### src/hdl/mac_flow_pkg.sv
// Constants shared by the pause and flow-control logic
package mac_flow_pkg;

  // ****************************************
  // Register map
  // ****************************************
  localparam logic [3:0]  PHY_DATA_IDX   = 4'h7;
  localparam logic [3:0]  FLOW_IDX       = 4'h8;
  localparam logic [31:0] PHY_DATA_RESET = 32'h00000000;
  localparam logic [31:0] FLOW_RESET     = 32'h00000000;

  // ****************************************
  // Field layout
  // ****************************************
  localparam int PHY_DATA_W    = 16;
  localparam int PAUSE_TIME_W  = 16;
  localparam int FLOW_PT_LSB   = 16;
  localparam int FLOW_PASS_BIT = 2;
  localparam int FLOW_EN_BIT   = 1;
  localparam int FLOW_BUSY_BIT = 0;

  // ****************************************
  // Pause quantum timing
  // ****************************************
  localparam int QUANTUM_BITS  = 512;
  localparam int BIT_NS_FAST   = 10;
  localparam int BIT_NS_SLOW   = 100;
  localparam int CLK_NS        = 25;
  localparam int QCYC_W        = 12;
  localparam logic [QCYC_W-1:0] QUANTUM_CYC_FAST =
    QCYC_W'((QUANTUM_BITS * BIT_NS_FAST + CLK_NS - 1) / CLK_NS);
  localparam logic [QCYC_W-1:0] QUANTUM_CYC_SLOW =
    QCYC_W'((QUANTUM_BITS * BIT_NS_SLOW + CLK_NS - 1) / CLK_NS);

  // ****************************************
  // Transmit side states
  // ****************************************
  typedef enum logic [1:0] {
    FC_IDLE  = 2'b00,
    FC_SEND  = 2'b01,
    FC_BACKP = 2'b11
  } fc_state_e;

endpackage : mac_flow_pkg

### src/hdl/pause_quanta_timer.sv
// Pause timer counting quanta of 512 bit times
`timescale 1ns/1ps

module pause_quanta_timer #(
  parameter int TIME_W = 16
) (
  input  wire logic              clk,
  input  wire logic              rst_n,
  input  wire logic              load,
  input  wire logic [TIME_W-1:0] loadQuanta,
  input  wire logic              speed100,
  output logic                   active
);

  typedef struct packed {
    logic [TIME_W-1:0]                 quanta;
    logic [mac_flow_pkg::QCYC_W-1:0]   cyc;
  } timer_s;

  timer_s st;
  timer_s next_st;
  logic [mac_flow_pkg::QCYC_W-1:0] perQuantum;

  assign perQuantum = speed100 ? mac_flow_pkg::QUANTUM_CYC_FAST
                               : mac_flow_pkg::QUANTUM_CYC_SLOW;

  // ****************************************
  // Countdown
  // ****************************************
  always_comb
  begin
    next_st = st;
    if (load)
    begin
      next_st.quanta = loadQuanta;
      next_st.cyc    = perQuantum;
    end
    else if (st.quanta != '0)
    begin
      if (st.cyc <= mac_flow_pkg::QCYC_W'(1))
      begin
        next_st.quanta = st.quanta - TIME_W'(1);
        next_st.cyc    = perQuantum;
      end
      else
      begin
        next_st.cyc = st.cyc - mac_flow_pkg::QCYC_W'(1);
      end
    end
  end

  always_ff @(posedge clk or negedge rst_n)
  begin
    if (!rst_n)
      st <= '0;
    else
      st <= next_st;
  end

  assign active = (st.quanta != '0);

endmodule : pause_quanta_timer

### src/hdl/mac_pause_flow_control.sv
// MAC flow control: pause send and receive, backpressure, PHY data holding
`timescale 1ns/1ps

// How it works
// - PHY data register bits 15-0 hold the PHY read value; upper bits read zero.
// - Pause frames carry the pause-time field from flow register bits 31-16.
// - Full duplex: busy stays set from pause request until the frame is sent.
// - Half duplex: busy is set while backpressure is asserted.
// - Pass-control bit sets the filter status for valid pause frames, else clears.
// - Pause frames are acted on only in full duplex with flow control enabled.
// - Enabled: decode frames; valid pause holds transmitter for time times slot.
// - Disabled: no control-frame decoding, flow control inactive; a running hold or pause request still completes.
// - Half duplex: enable bit turns on backpressure instead.
// - No pause frame starts and backpressure ends while the transmitter is disabled; a pause request already made still runs until sent.
// - Every received frame's data is forwarded, whatever the pass-control bit.
// - Promiscuous mode overrides the pass-control bit; the address filter result does not.
// - Software flow control starts from the automatic flow configuration request.
// - Busy clears once the pause frame transmission has completed.
module mac_pause_flow_control #(
  parameter int ADDR_W = 4
) (
  input  wire logic                                 clk,
  input  wire logic                                 rst_n,
  input  wire logic [ADDR_W-1:0]                    regAddr,
  input  wire logic [31:0]                          regWdata,
  input  wire logic                                 regWr,
  input  wire logic                                 regRd,
  output logic [31:0]                               regRdata,
  input  wire logic                                 phyRdValid,
  input  wire logic [mac_flow_pkg::PHY_DATA_W-1:0]  phyRdData,
  output logic [mac_flow_pkg::PHY_DATA_W-1:0]       phyWrData,
  input  wire logic                                 fullDuplex,
  input  wire logic                                 speed100,
  input  wire logic                                 txEnable,
  input  wire logic                                 autoFlowRequest,
  output logic                                      pauseReq,
  output logic [mac_flow_pkg::PAUSE_TIME_W-1:0]     pauseTimeOut,
  input  wire logic                                 pauseSent,
  output logic                                      backpressure,
  output logic                                      flowBusy,
  input  wire logic                                 rxFrameEnd,
  input  wire logic                                 rxPauseValid,
  input  wire logic [mac_flow_pkg::PAUSE_TIME_W-1:0] rxPauseTime,
  input  wire logic                                 rxAddrPass,
  input  wire logic                                 promiscuous,
  output logic                                      rxStatusValid,
  output logic                                      rxPacketFilter,
  output logic                                      rxForward,
  output logic                                      txHold
);

  // ****************************************
  // State
  // ****************************************
  typedef struct packed {
    logic [mac_flow_pkg::PHY_DATA_W-1:0]   phyData;
    logic [mac_flow_pkg::PAUSE_TIME_W-1:0] pauseTime;
    logic                                  passCtrl;
    logic                                  flowEn;
    mac_flow_pkg::fc_state_e               fcState;
    logic                                  reqPrev;
    logic [31:0]                           rdData;
    logic                                  statValid;
    logic                                  filterBit;
  } flow_s;

  flow_s st;
  flow_s next_st;
  logic  wrData;
  logic  wrFlow;
  logic  decodeOn;
  logic  pauseLoad;
  logic  reqRise;
  logic  timerActive;

  assign wrData   = regWr && (regAddr == ADDR_W'(mac_flow_pkg::PHY_DATA_IDX));
  assign wrFlow   = regWr && (regAddr == ADDR_W'(mac_flow_pkg::FLOW_IDX));
  assign decodeOn = fullDuplex && st.flowEn;
  assign pauseLoad = rxFrameEnd && rxPauseValid && decodeOn;
  assign reqRise  = autoFlowRequest && !st.reqPrev;

  // ****************************************
  // Next state
  // ****************************************
  always_comb
  begin
    next_st = st;
    next_st.reqPrev   = autoFlowRequest;
    next_st.statValid = rxFrameEnd;

    // Host writes, hardware read return wins over them
    if (wrData)
      next_st.phyData = regWdata[mac_flow_pkg::PHY_DATA_W-1:0];
    if (phyRdValid)
      next_st.phyData = phyRdData;
    if (wrFlow)
    begin
      // Busy bit position is not storable; reads return the live busy status there
      next_st.pauseTime = regWdata[31:mac_flow_pkg::FLOW_PT_LSB];
      next_st.passCtrl  = regWdata[mac_flow_pkg::FLOW_PASS_BIT];
      next_st.flowEn    = regWdata[mac_flow_pkg::FLOW_EN_BIT];
    end

    // Register read data, valid the cycle after the strobe
    next_st.rdData = '0;
    if (regRd)
    begin
      if (regAddr == ADDR_W'(mac_flow_pkg::PHY_DATA_IDX))
        next_st.rdData = {16'h0000, st.phyData};
      else if (regAddr == ADDR_W'(mac_flow_pkg::FLOW_IDX))
      begin
        next_st.rdData[31:mac_flow_pkg::FLOW_PT_LSB]   = st.pauseTime;
        next_st.rdData[mac_flow_pkg::FLOW_PASS_BIT]    = st.passCtrl;
        next_st.rdData[mac_flow_pkg::FLOW_EN_BIT]      = st.flowEn;
        next_st.rdData[mac_flow_pkg::FLOW_BUSY_BIT]    = flowBusy;
      end
    end

    // Receive status for every frame
    if (rxFrameEnd)
    begin
      if (promiscuous)
        next_st.filterBit = 1'b1;
      else if (rxPauseValid && decodeOn)
        next_st.filterBit = st.passCtrl;
      else
        next_st.filterBit = rxAddrPass;
    end

    // Pause send and backpressure
    case (st.fcState)
      mac_flow_pkg::FC_IDLE:
      begin
        if (st.flowEn && txEnable)
        begin
          if (fullDuplex && reqRise)
            next_st.fcState = mac_flow_pkg::FC_SEND;
          else if (!fullDuplex && autoFlowRequest)
            next_st.fcState = mac_flow_pkg::FC_BACKP;
        end
      end
      mac_flow_pkg::FC_SEND:
      begin
        if (pauseSent)
          next_st.fcState = mac_flow_pkg::FC_IDLE;
      end
      mac_flow_pkg::FC_BACKP:
      begin
        if (!autoFlowRequest || !txEnable || !st.flowEn || fullDuplex)
          next_st.fcState = mac_flow_pkg::FC_IDLE;
      end
      default:
        next_st.fcState = mac_flow_pkg::FC_IDLE;
    endcase
  end

  always_ff @(posedge clk or negedge rst_n)
  begin
    if (!rst_n)
    begin
      st           <= '0;
      st.phyData   <= mac_flow_pkg::PHY_DATA_RESET[mac_flow_pkg::PHY_DATA_W-1:0];
      st.pauseTime <= mac_flow_pkg::FLOW_RESET[31:mac_flow_pkg::FLOW_PT_LSB];
      st.fcState   <= mac_flow_pkg::FC_IDLE;
    end
    else
      st <= next_st;
  end

  // ****************************************
  // Pause timer
  // ****************************************
  pause_quanta_timer #(
    .TIME_W (mac_flow_pkg::PAUSE_TIME_W)
  ) u_timer (
    .clk        (clk),
    .rst_n      (rst_n),
    .load       (pauseLoad),
    .loadQuanta (rxPauseTime),
    .speed100   (speed100),
    .active     (timerActive)
  );

  // ****************************************
  // Outputs
  // ****************************************
  assign regRdata       = st.rdData;
  assign phyWrData      = st.phyData;
  assign pauseReq       = (st.fcState == mac_flow_pkg::FC_SEND);
  assign pauseTimeOut   = st.pauseTime;
  assign backpressure   = (st.fcState == mac_flow_pkg::FC_BACKP);
  assign flowBusy       = pauseReq || backpressure;
  assign rxStatusValid  = st.statValid;
  assign rxPacketFilter = st.filterBit;
  assign rxForward      = rxFrameEnd;
  assign txHold         = timerActive;

  // ****************************************
  // Assertions
  // ****************************************
  a_phy_read_load: assert property (@(posedge clk) disable iff (!rst_n)
    phyRdValid |=> phyWrData == $past(phyRdData))
    else $error("PHY read value not held");

  a_pause_field: assert property (@(posedge clk) disable iff (!rst_n)
    wrFlow |=> pauseTimeOut == $past(regWdata[31:16]))
    else $error("Pause frame time differs from register");

  a_busy_until_sent: assert property (@(posedge clk) disable iff (!rst_n)
    pauseReq && !pauseSent |=> pauseReq && flowBusy)
    else $error("Busy dropped before pause frame sent");

  a_busy_backp: assert property (@(posedge clk) disable iff (!rst_n)
    backpressure |-> flowBusy && !$past(fullDuplex))
    else $error("Backpressure without busy");

  a_filter_pass: assert property (@(posedge clk) disable iff (!rst_n)
    rxFrameEnd && rxPauseValid && fullDuplex && st.flowEn && !promiscuous
    |=> rxPacketFilter == $past(st.passCtrl))
    else $error("Filter bit does not follow pass control");

  a_hold_start: assert property (@(posedge clk) disable iff (!rst_n)
    rxFrameEnd && rxPauseValid && fullDuplex && st.flowEn && rxPauseTime != 16'h0000
    |=> ##[0:1] txHold)
    else $error("Transmitter not held after pause");

  a_no_decode: assert property (@(posedge clk) disable iff (!rst_n)
    !txHold && !st.flowEn |=> !txHold)
    else $error("Hold started while disabled");

  a_tx_off: assert property (@(posedge clk) disable iff (!rst_n)
    !txEnable && !pauseReq |=> !pauseReq && !backpressure)
    else $error("Flow control started with transmitter off");

  a_busy_clear: assert property (@(posedge clk) disable iff (!rst_n)
    pauseReq && pauseSent |=> !flowBusy)
    else $error("Busy not cleared after pause sent");

  a_promisc: assert property (@(posedge clk) disable iff (!rst_n)
    rxFrameEnd && promiscuous |=> rxPacketFilter && rxStatusValid)
    else $error("Promiscuous did not override filter");

  // ****************************************
  // Assertions on request, status, hold, read and write paths
  // ****************************************
  a_backp_start: assert property (@(posedge clk) disable iff (!rst_n)
    !fullDuplex && st.flowEn && txEnable && autoFlowRequest && !flowBusy
    |=> backpressure)
    else $error("Backpressure not started");

  a_backp_end: assert property (@(posedge clk) disable iff (!rst_n)
    backpressure && !autoFlowRequest |=> !backpressure)
    else $error("Backpressure kept after request dropped");

  a_fd_no_backp: assert property (@(posedge clk) disable iff (!rst_n)
    fullDuplex && !backpressure |=> !backpressure)
    else $error("Backpressure started in full duplex");

  a_pause_start: assert property (@(posedge clk) disable iff (!rst_n)
    fullDuplex && st.flowEn && txEnable && autoFlowRequest && !st.reqPrev && !flowBusy
    |=> pauseReq)
    else $error("Pause request not taken");

  a_no_req_pause: assert property (@(posedge clk) disable iff (!rst_n)
    !pauseReq && !autoFlowRequest |=> !pauseReq)
    else $error("Pause frame without request");

  a_forward_all: assert property (@(posedge clk) disable iff (!rst_n)
    rxFrameEnd |-> rxForward)
    else $error("Received frame not forwarded");

  a_status_pulse: assert property (@(posedge clk) disable iff (!rst_n)
    rxStatusValid == $past(rxFrameEnd))
    else $error("Status strobe out of step with frame end");

  a_filter_clear: assert property (@(posedge clk) disable iff (!rst_n)
    pauseLoad && !promiscuous && !st.passCtrl |=> !rxPacketFilter)
    else $error("Filter bit set with pass control clear");

  a_no_decode_hd: assert property (@(posedge clk) disable iff (!rst_n)
    rxFrameEnd && !promiscuous && !decodeOn |=> rxPacketFilter == $past(rxAddrPass))
    else $error("Pause decoded while not allowed");

  a_filter_holds: assert property (@(posedge clk) disable iff (!rst_n)
    !rxFrameEnd |=> $stable(rxPacketFilter))
    else $error("Filter bit changed without a frame");

  a_hold_reload: assert property (@(posedge clk) disable iff (!rst_n)
    pauseLoad && rxPauseTime == 16'h0000 |=> !txHold)
    else $error("Zero pause time did not end hold");

  a_rd_flow_busy: assert property (@(posedge clk) disable iff (!rst_n)
    regRd && regAddr == ADDR_W'(mac_flow_pkg::FLOW_IDX) |=> regRdata[0] == $past(flowBusy))
    else $error("Busy bit read back wrong");

  a_phy_upper_zero: assert property (@(posedge clk) disable iff (!rst_n)
    regRd && regAddr == ADDR_W'(mac_flow_pkg::PHY_DATA_IDX) |=> regRdata[31:16] == 16'h0000)
    else $error("PHY data upper bits not zero");

  a_phy_write: assert property (@(posedge clk) disable iff (!rst_n)
    wrData && !phyRdValid |=> phyWrData == $past(regWdata[15:0]))
    else $error("PHY write value not held");

endmodule : mac_pause_flow_control

### config.mk
export PLATFORM = sky130hd
export DESIGN_NAME = mac_pause_flow_control
export DESIGN_NICKNAME = d
export VERILOG_FILES = /design/src/hdl/mac_flow_pkg.sv /design/src/hdl/pause_quanta_timer.sv /design/src/hdl/mac_pause_flow_control.sv
export SDC_FILE = /design/constraint.sdc
export NUM_CORES = 1
export LEC_CHECK = 0
export BUFFER_PORTS_ARGS = -buffer_cell sky130_fd_sc_hd__buf_4
export CAP_MARGIN = 5
export CORE_MARGIN = 2
export CORE_UTILIZATION = 52
export CTS_CLUSTER_SIZE = 28
export DETAILED_ROUTE_END_ITERATION = 10
export GPL_TIMING_DRIVEN = 0
export PLACE_DENSITY = 0.91
export SYNTH_ARGS = -nofsm -noshare
export SYNTH_HDL_FRONTEND = slang
export SYNTH_SLANG_ARGS = --single-unit
### constraint.sdc
create_clock -name clk -period 2.15 [get_ports clk]
set_input_delay 0.1075 -clock clk [delete_from_list [all_inputs] [get_ports clk]]
set_output_delay 0.1075 -clock clk [all_outputs]
set_load 0.01 [all_outputs]
Word-level counts from Yosys, hierarchy flattened
Index checks and enable logic that the tools add are counted.
{ "word_totals": {"register_bits": 99, "input_bits": 82, "output_inout_bits": 71, "word_cells": 69} }
{ "op_classes": {"add_sub_neg": 2, "magnitude_cmp": 1, "eq_ne": 8, "muxes": 21, "n_reduce_logical": 26} }
{ "op_table": {"columns": ["operator", "n"], "rows": [
  ["2-to-1 mux 16 bit", 5],
  ["2-to-1 mux 28 bit", 2],
  ["2-to-1 mux 32 bit", 1],
  ["2-to-1 mux 12 bit", 2],
  ["nonzero test 16 bit", 1],
  ["subtractor 16 x 1 -> 16 bit (second input constant)", 1],
  ["2-to-1 mux 13 bit", 1],
  ["<= comparator 12 x 1 -> 1 bit (second input constant)", 1],
  ["subtractor 12 x 1 -> 12 bit (second input constant)", 1],
  ["logical AND 1 bit", 10],
  ["2-to-1 mux 2 bit", 5],
  ["2-to-1 mux 3 bit", 2],
  ["case mux 2 bit (3 select lines)", 1],
  ["nonzero test 2 bit", 3],
  ["logical NOT 1 bit", 5],
  ["== test 4 x 3 -> 1 bit (second input constant)", 1],
  ["== test 4 bit (second input constant)", 1],
  ["logical OR 1 bit", 4],
  ["inequality test 2 x 1 -> 1 bit (second input constant)", 2],
  ["AND reduction 4 bit", 1],
  ["inequality test 3 bit (second input constant)", 1],
  ["== test 2 x 1 -> 1 bit (second input constant)", 1],
  ["== test 2 bit (second input constant)", 1],
  ["logical NOT 2 bit", 1],
  ["other kinds (3)", 4]
]} }

Longest topological paths before layout
{ "depth": {"depth_word": 6, "mapped_depth": 10, "depth_no_buf": 8} }

By module
Synthesis repeated with hierarchy kept, for this count alone.
{ "unflattened": {"cells_unflattened": 493, "hier_area_um2": 5099.9} }
{ "by_module_without_submodules": {"columns": ["mod", "n_inst", "cells_per_inst", "area_each_um2", "seq_area_each_um2"], "rows": [
  ["mac_pause_flow_control", 1, 289, 3310.7, 1776.7],
  ["pause_quanta_timer", 1, 204, 1789.2, 700.7]
]} }

Worst setup path after synthesis
OpenSTA, ideal clock, no wires.
{ "synth_path": {"path_type": "reg2reg", "from": "reg u_timer.st[0] (netlist bit)", "to": "reg u_timer.st[2] (netlist bit)", "setup_ns": 0.137, "arrival_time_ns": 1.797, "required_time_ns": 2.013, "slack_ns": 0.217, "stages_incl_launch_ff": 11, "n_path_buf": 3, "period_less_slack_ns": 1.933, "path_cell_list": "dfrtp_1 -> inv_1 -> ha_1 -> buf_2 -> o21ba_1 -> and4_1 -> buf_4 -> buf_6 -> o21a_1 -> o22ai_1 -> a21oi_1"} }
{ "synth_via": {"elab_chain_len": 4, "word_cells_on_any_way": 5, "classes_between": "add/sub (1); order compare (1); mux (3)"} }
{ "synth_rtl": {"columns": ["item", "line_no", "rtl"], "rows": [
  ["from (decl)", "pause_quanta_timer.sv:20", "timer_s st;"],
  ["from (signal assigned)", "pause_quanta_timer.sv:57", "st <= next_st;"],
  ["subtractor 12 x 1 -> 12 bit or <= comparator 12 x 1 -> 1 bit (tied branches)", "pause_quanta_timer.sv:47, pause_quanta_timer.sv:40", null],
  ["2-to-1 mux 12 bit (*)", "pause_quanta_timer.sv:40", "if (st.cyc <= mac_flow_pkg::QCYC_W'(1))"],
  ["2-to-1 mux 28 bit (*)", "pause_quanta_timer.sv:38", "else if (st.quanta != '0)"],
  ["2-to-1 mux 28 bit (*)", "pause_quanta_timer.sv:33", "if (load)"]
]} }
Mark *: on every way between the ends. The rest lies on a longest branch, timed or not. The select of a mux whose other input is x is not followed.
A chain may end at the register's enable or synchronous reset.

Worst setup path after layout
{ "layout_path": {"from": "reg u_timer.st[0] (netlist bit)", "to": "reg u_timer.st[24] (netlist bit)"} }
{ "layout_via": {"elab_chain_len": 3} }
{ "layout_rtl": {"columns": ["item", "line_no"], "rows": [
  ["<= comparator 12 x 1 -> 1 bit", "pause_quanta_timer.sv:40"],
  ["nonzero test 2 bit (no line)", null],
  ["AND reduction 2 bit (no line)", null]
]} }
No other way between the ends.

==> impl_metrics.json <==
{
  "status": "completed",
  "setup_viol": 0,
  "synth_seq_cells": 99,
  "timing.final.ws_setup_ns": 0.0145,
  "worst_r2r_path_depth": 10,
  "powerDensity_mw_per_mm2": 787,
  "yosysSeqAreaShare_pct": 49.8,
  "synth_cell_types": 55,
  "finalHoldViolCount": 0,
  "max_slew_margin_pct": 62.6,
  "core_region_area_mm2": 0.00924,
  "ant_nets": 0,
  "report.final.slew_viol_count": 0,
  "num_vias": 4585,
  "synth-edff-count": 0,
  "cp.arrival_ns": 2.40,
  "core.rowCount": 35,
  "synth_ff_type": "dfrtp_1",
  "hpwl_mm": 9.53,
  "finalNetCount": 779,
  "r2r_setup_slack_ns": 0.01,
  "htreeDepth": 3,
  "die_w_um": 102,
  "viasPerCell": 5.54,
  "r2r_end": "u_timer.st[24]$_DFFE_PN0P_",
  "layout_commonest_cell": "buf_4",
  "cts-buffers-inserted": 9,
  "place.gp.congestion": 0.916,
  "place_ws_ns": -0.00127,
  "synth_top_area_share_pct": 49.8,
  "grt_pass1_wl_mm": 23.8,
  "clock_path_buffers": 2,
  "detail_route.wl_per_cell_um": 18.7,
  "finClkSkew_ns": 0.0111,
  "antenna_found_initial": 0,
  "final_cell_mix": "228 x buf_4, 98 x dfrtp_1, 55 x dlygate4sd3_1, 37 x nand2_1, 31 x and3_1",
  "period_minus_slack_ns": 2.14,
  "rsz0062_at_grt": "yes",
  "critPathCaptureType": "register",
  "diodes": 0,
  "synth_nets": 550,
  "synth_top_cell_by_area": "dfrtp_1",
  "first_pass_iters": 5,
  "grt_max_degree": 100,
  "holdWs_ns": 0.0190,
  "synth-warning-count": 0,
  "syn_inst": 465,
  "insertion_delay_ns": 0.38,
  "tightest_slew_ns": 0.561,
  "synth_area_leaders": "dfrtp_1 50%, buf_4 10%, mux2_2 4.5%",
  "syn_to_final_growth_pct": 44.8,
  "drt_wl_total_mm": 15.5,
  "grt_pass1_vias": 4847,
  "worstSetupPathType": "register to register",
  "cts-root-buf": "clkbuf_8",
  "hold_path.class": "input pin to register",
  "die_h_um": 102,
  "crit_path_start": "u_timer.st[0]$_DFFE_PN0P_",
  "fmax_mhz": 468,
  "finalPower_mw": 5.66,
  "track_usage_pct": 30.1,
  "netlist_area_mm2": 0.00497,
  "clock_sinks": 99,
  "drc": 0,
  "finalCritPeriodShare_pct": 99.3,
  "initial_core_util_pct": 53.8,
  "drt_iter0_markers": 205,
  "ir_drop_v": 0.000476,
  "crit_path_end": "u_timer.st[24]$_DFFE_PN0P_",
  "p_leak_nw": 3.67,
  "tritoncts": "done",
  "cap_violations": 0,
  "layout-drive-gt1-share_pct": 42.6,
  "ios": 153,
  "cp_data_required_time_ns": 2.41,
  "avgSynthCellArea_um2": 10.7,
  "crit_path_max_fanout": 10,
  "gr-total-overflow": 0,
  "cts.clk_slew.worst_paths_ns": 0.11,
  "port_buffers": 152,
  "startpoint_type": "register",
  "timing.rr.start": "u_timer.st[0]$_DFFE_PN0P_",
  "async_reset_ff_share_pct": 100,
  "die_area_mm2": 0.0104
}
per-layer routing:
metal,routed length (µm),vias up,global-route usage (%)
met5,0,-,0
li1,-,2025,-
met4,571,0,12.0
met2,8040,257,52.5
met1,5600,2233,35.0
met3,1250,70,8.56
Yosys cell counts, drive strengths merged, types with 4 or more instances:
cell and n:
dfrtp 99, buf 73, nand2 40, o21ai 36
and3 31, mux2 20, nor2 17, mux2i 16
a21oi 15, clkbuf 14, nand3 13, inv 8
nor3 7, nor4 6, xor2 6, and2 5
nand4 5, or4 5, xnor2 5, nand4b 4
o311ai 4
kinds of logic (layout without fill, tap and decap cells):
family	after synthesis	count (layout)	share of synthesized area, %
AOI/OAI and AO/OA	74	74	9.04
xor gates and xnor gates	11	11	1.94
adders and majority gates	3	3	0.755
buffers and inverters	95	329	12.8
muxes	36	36	7.75
and+or+nand+nor	147	147	17.9
DFF	99	99	49.8
per-stage QoR:
step                      util, %   TNS, ns  cells  cell area (µm²)
after floorplan                 -         0    465             4970
final                        77.9         0    828             7200
after global routing         77.9    -0.256    828             7200
after global placement       67.9         0    746             6270
after CTS                    76.0         0    817             7030
after detailed placement     67.9  -0.00127    746             6270
worst max-delay path, stage by stage (launching register included):
cell and delay [ns]:
dfrtp_2 0.44, inv_1 0.09, ha_1 0.18, buf_6 0.14
o21ba_4 0.15, and4_1 0.22, buf_6 0.13, buf_8 0.14
nand3_4 0.10, o41ai_4 0.33, a21oi_1 0.11
registers in the layout, indices dropped and copies added (netlist names):
| register | flops |
|---|---|
| pauseTimeOut | 16 |
| st | 5 |
| phyWrData | 16 |
| regRdata | 32 |
| rxStatusValid | 1 |
| u_timer.st | 28 |
| rxPacketFilter | 1 |
where the power goes:
group	total (mW)	internal, mW	switching, mW	leakage (nW)
sequential	2.71	2.21	0.492	1.26
clock	1.16	0.440	0.724	0.0963
combinational	1.79	0.995	0.795	2.31
total	5.66	3.65	2.01	3.67
worst min-delay path by stage:
stage	startpoint	to	cells past startpoint
after floorplan	rst_n	pauseTimeOut[0]$_DFFE_PN0P_	0
after global placement	autoFlowRequest	st[34]$_DFF_PN0_	1
after detailed placement	autoFlowRequest	st[34]$_DFF_PN0_	1
after CTS	regWdata[5]	phyWrData[5]$_DFFE_PN0P_	3
after global routing	rxPauseTime[8]	u_timer.st[20]$_DFFE_PN0P_	3
final	regWdata[7]	phyWrData[7]$_DFFE_PN0P_	3
cell type report:
class | instances | area (µm²)
buffer | 87 | 628
clock buffer | 9 | 124
clock inverter | 7 | 56.3
fill | 531 | 2040
inverter | 8 | 30.0
multi-input combinational | 271 | 1920
sequential | 99 | 2480
tap | 129 | 161
timing repair buffer | 218 | 1790
repair_timing:
action / in CTS / in global routing
resized for setup: 5 / 18
pin swaps: 1 / 4
hold buffers: 54 / 1
buffers inserted: 1 / 9
hold endpoints to repair: 53 / 39
setup endpoints to repair: 3 / 21
No activity file was read; power rests on OpenSTA's default activity.
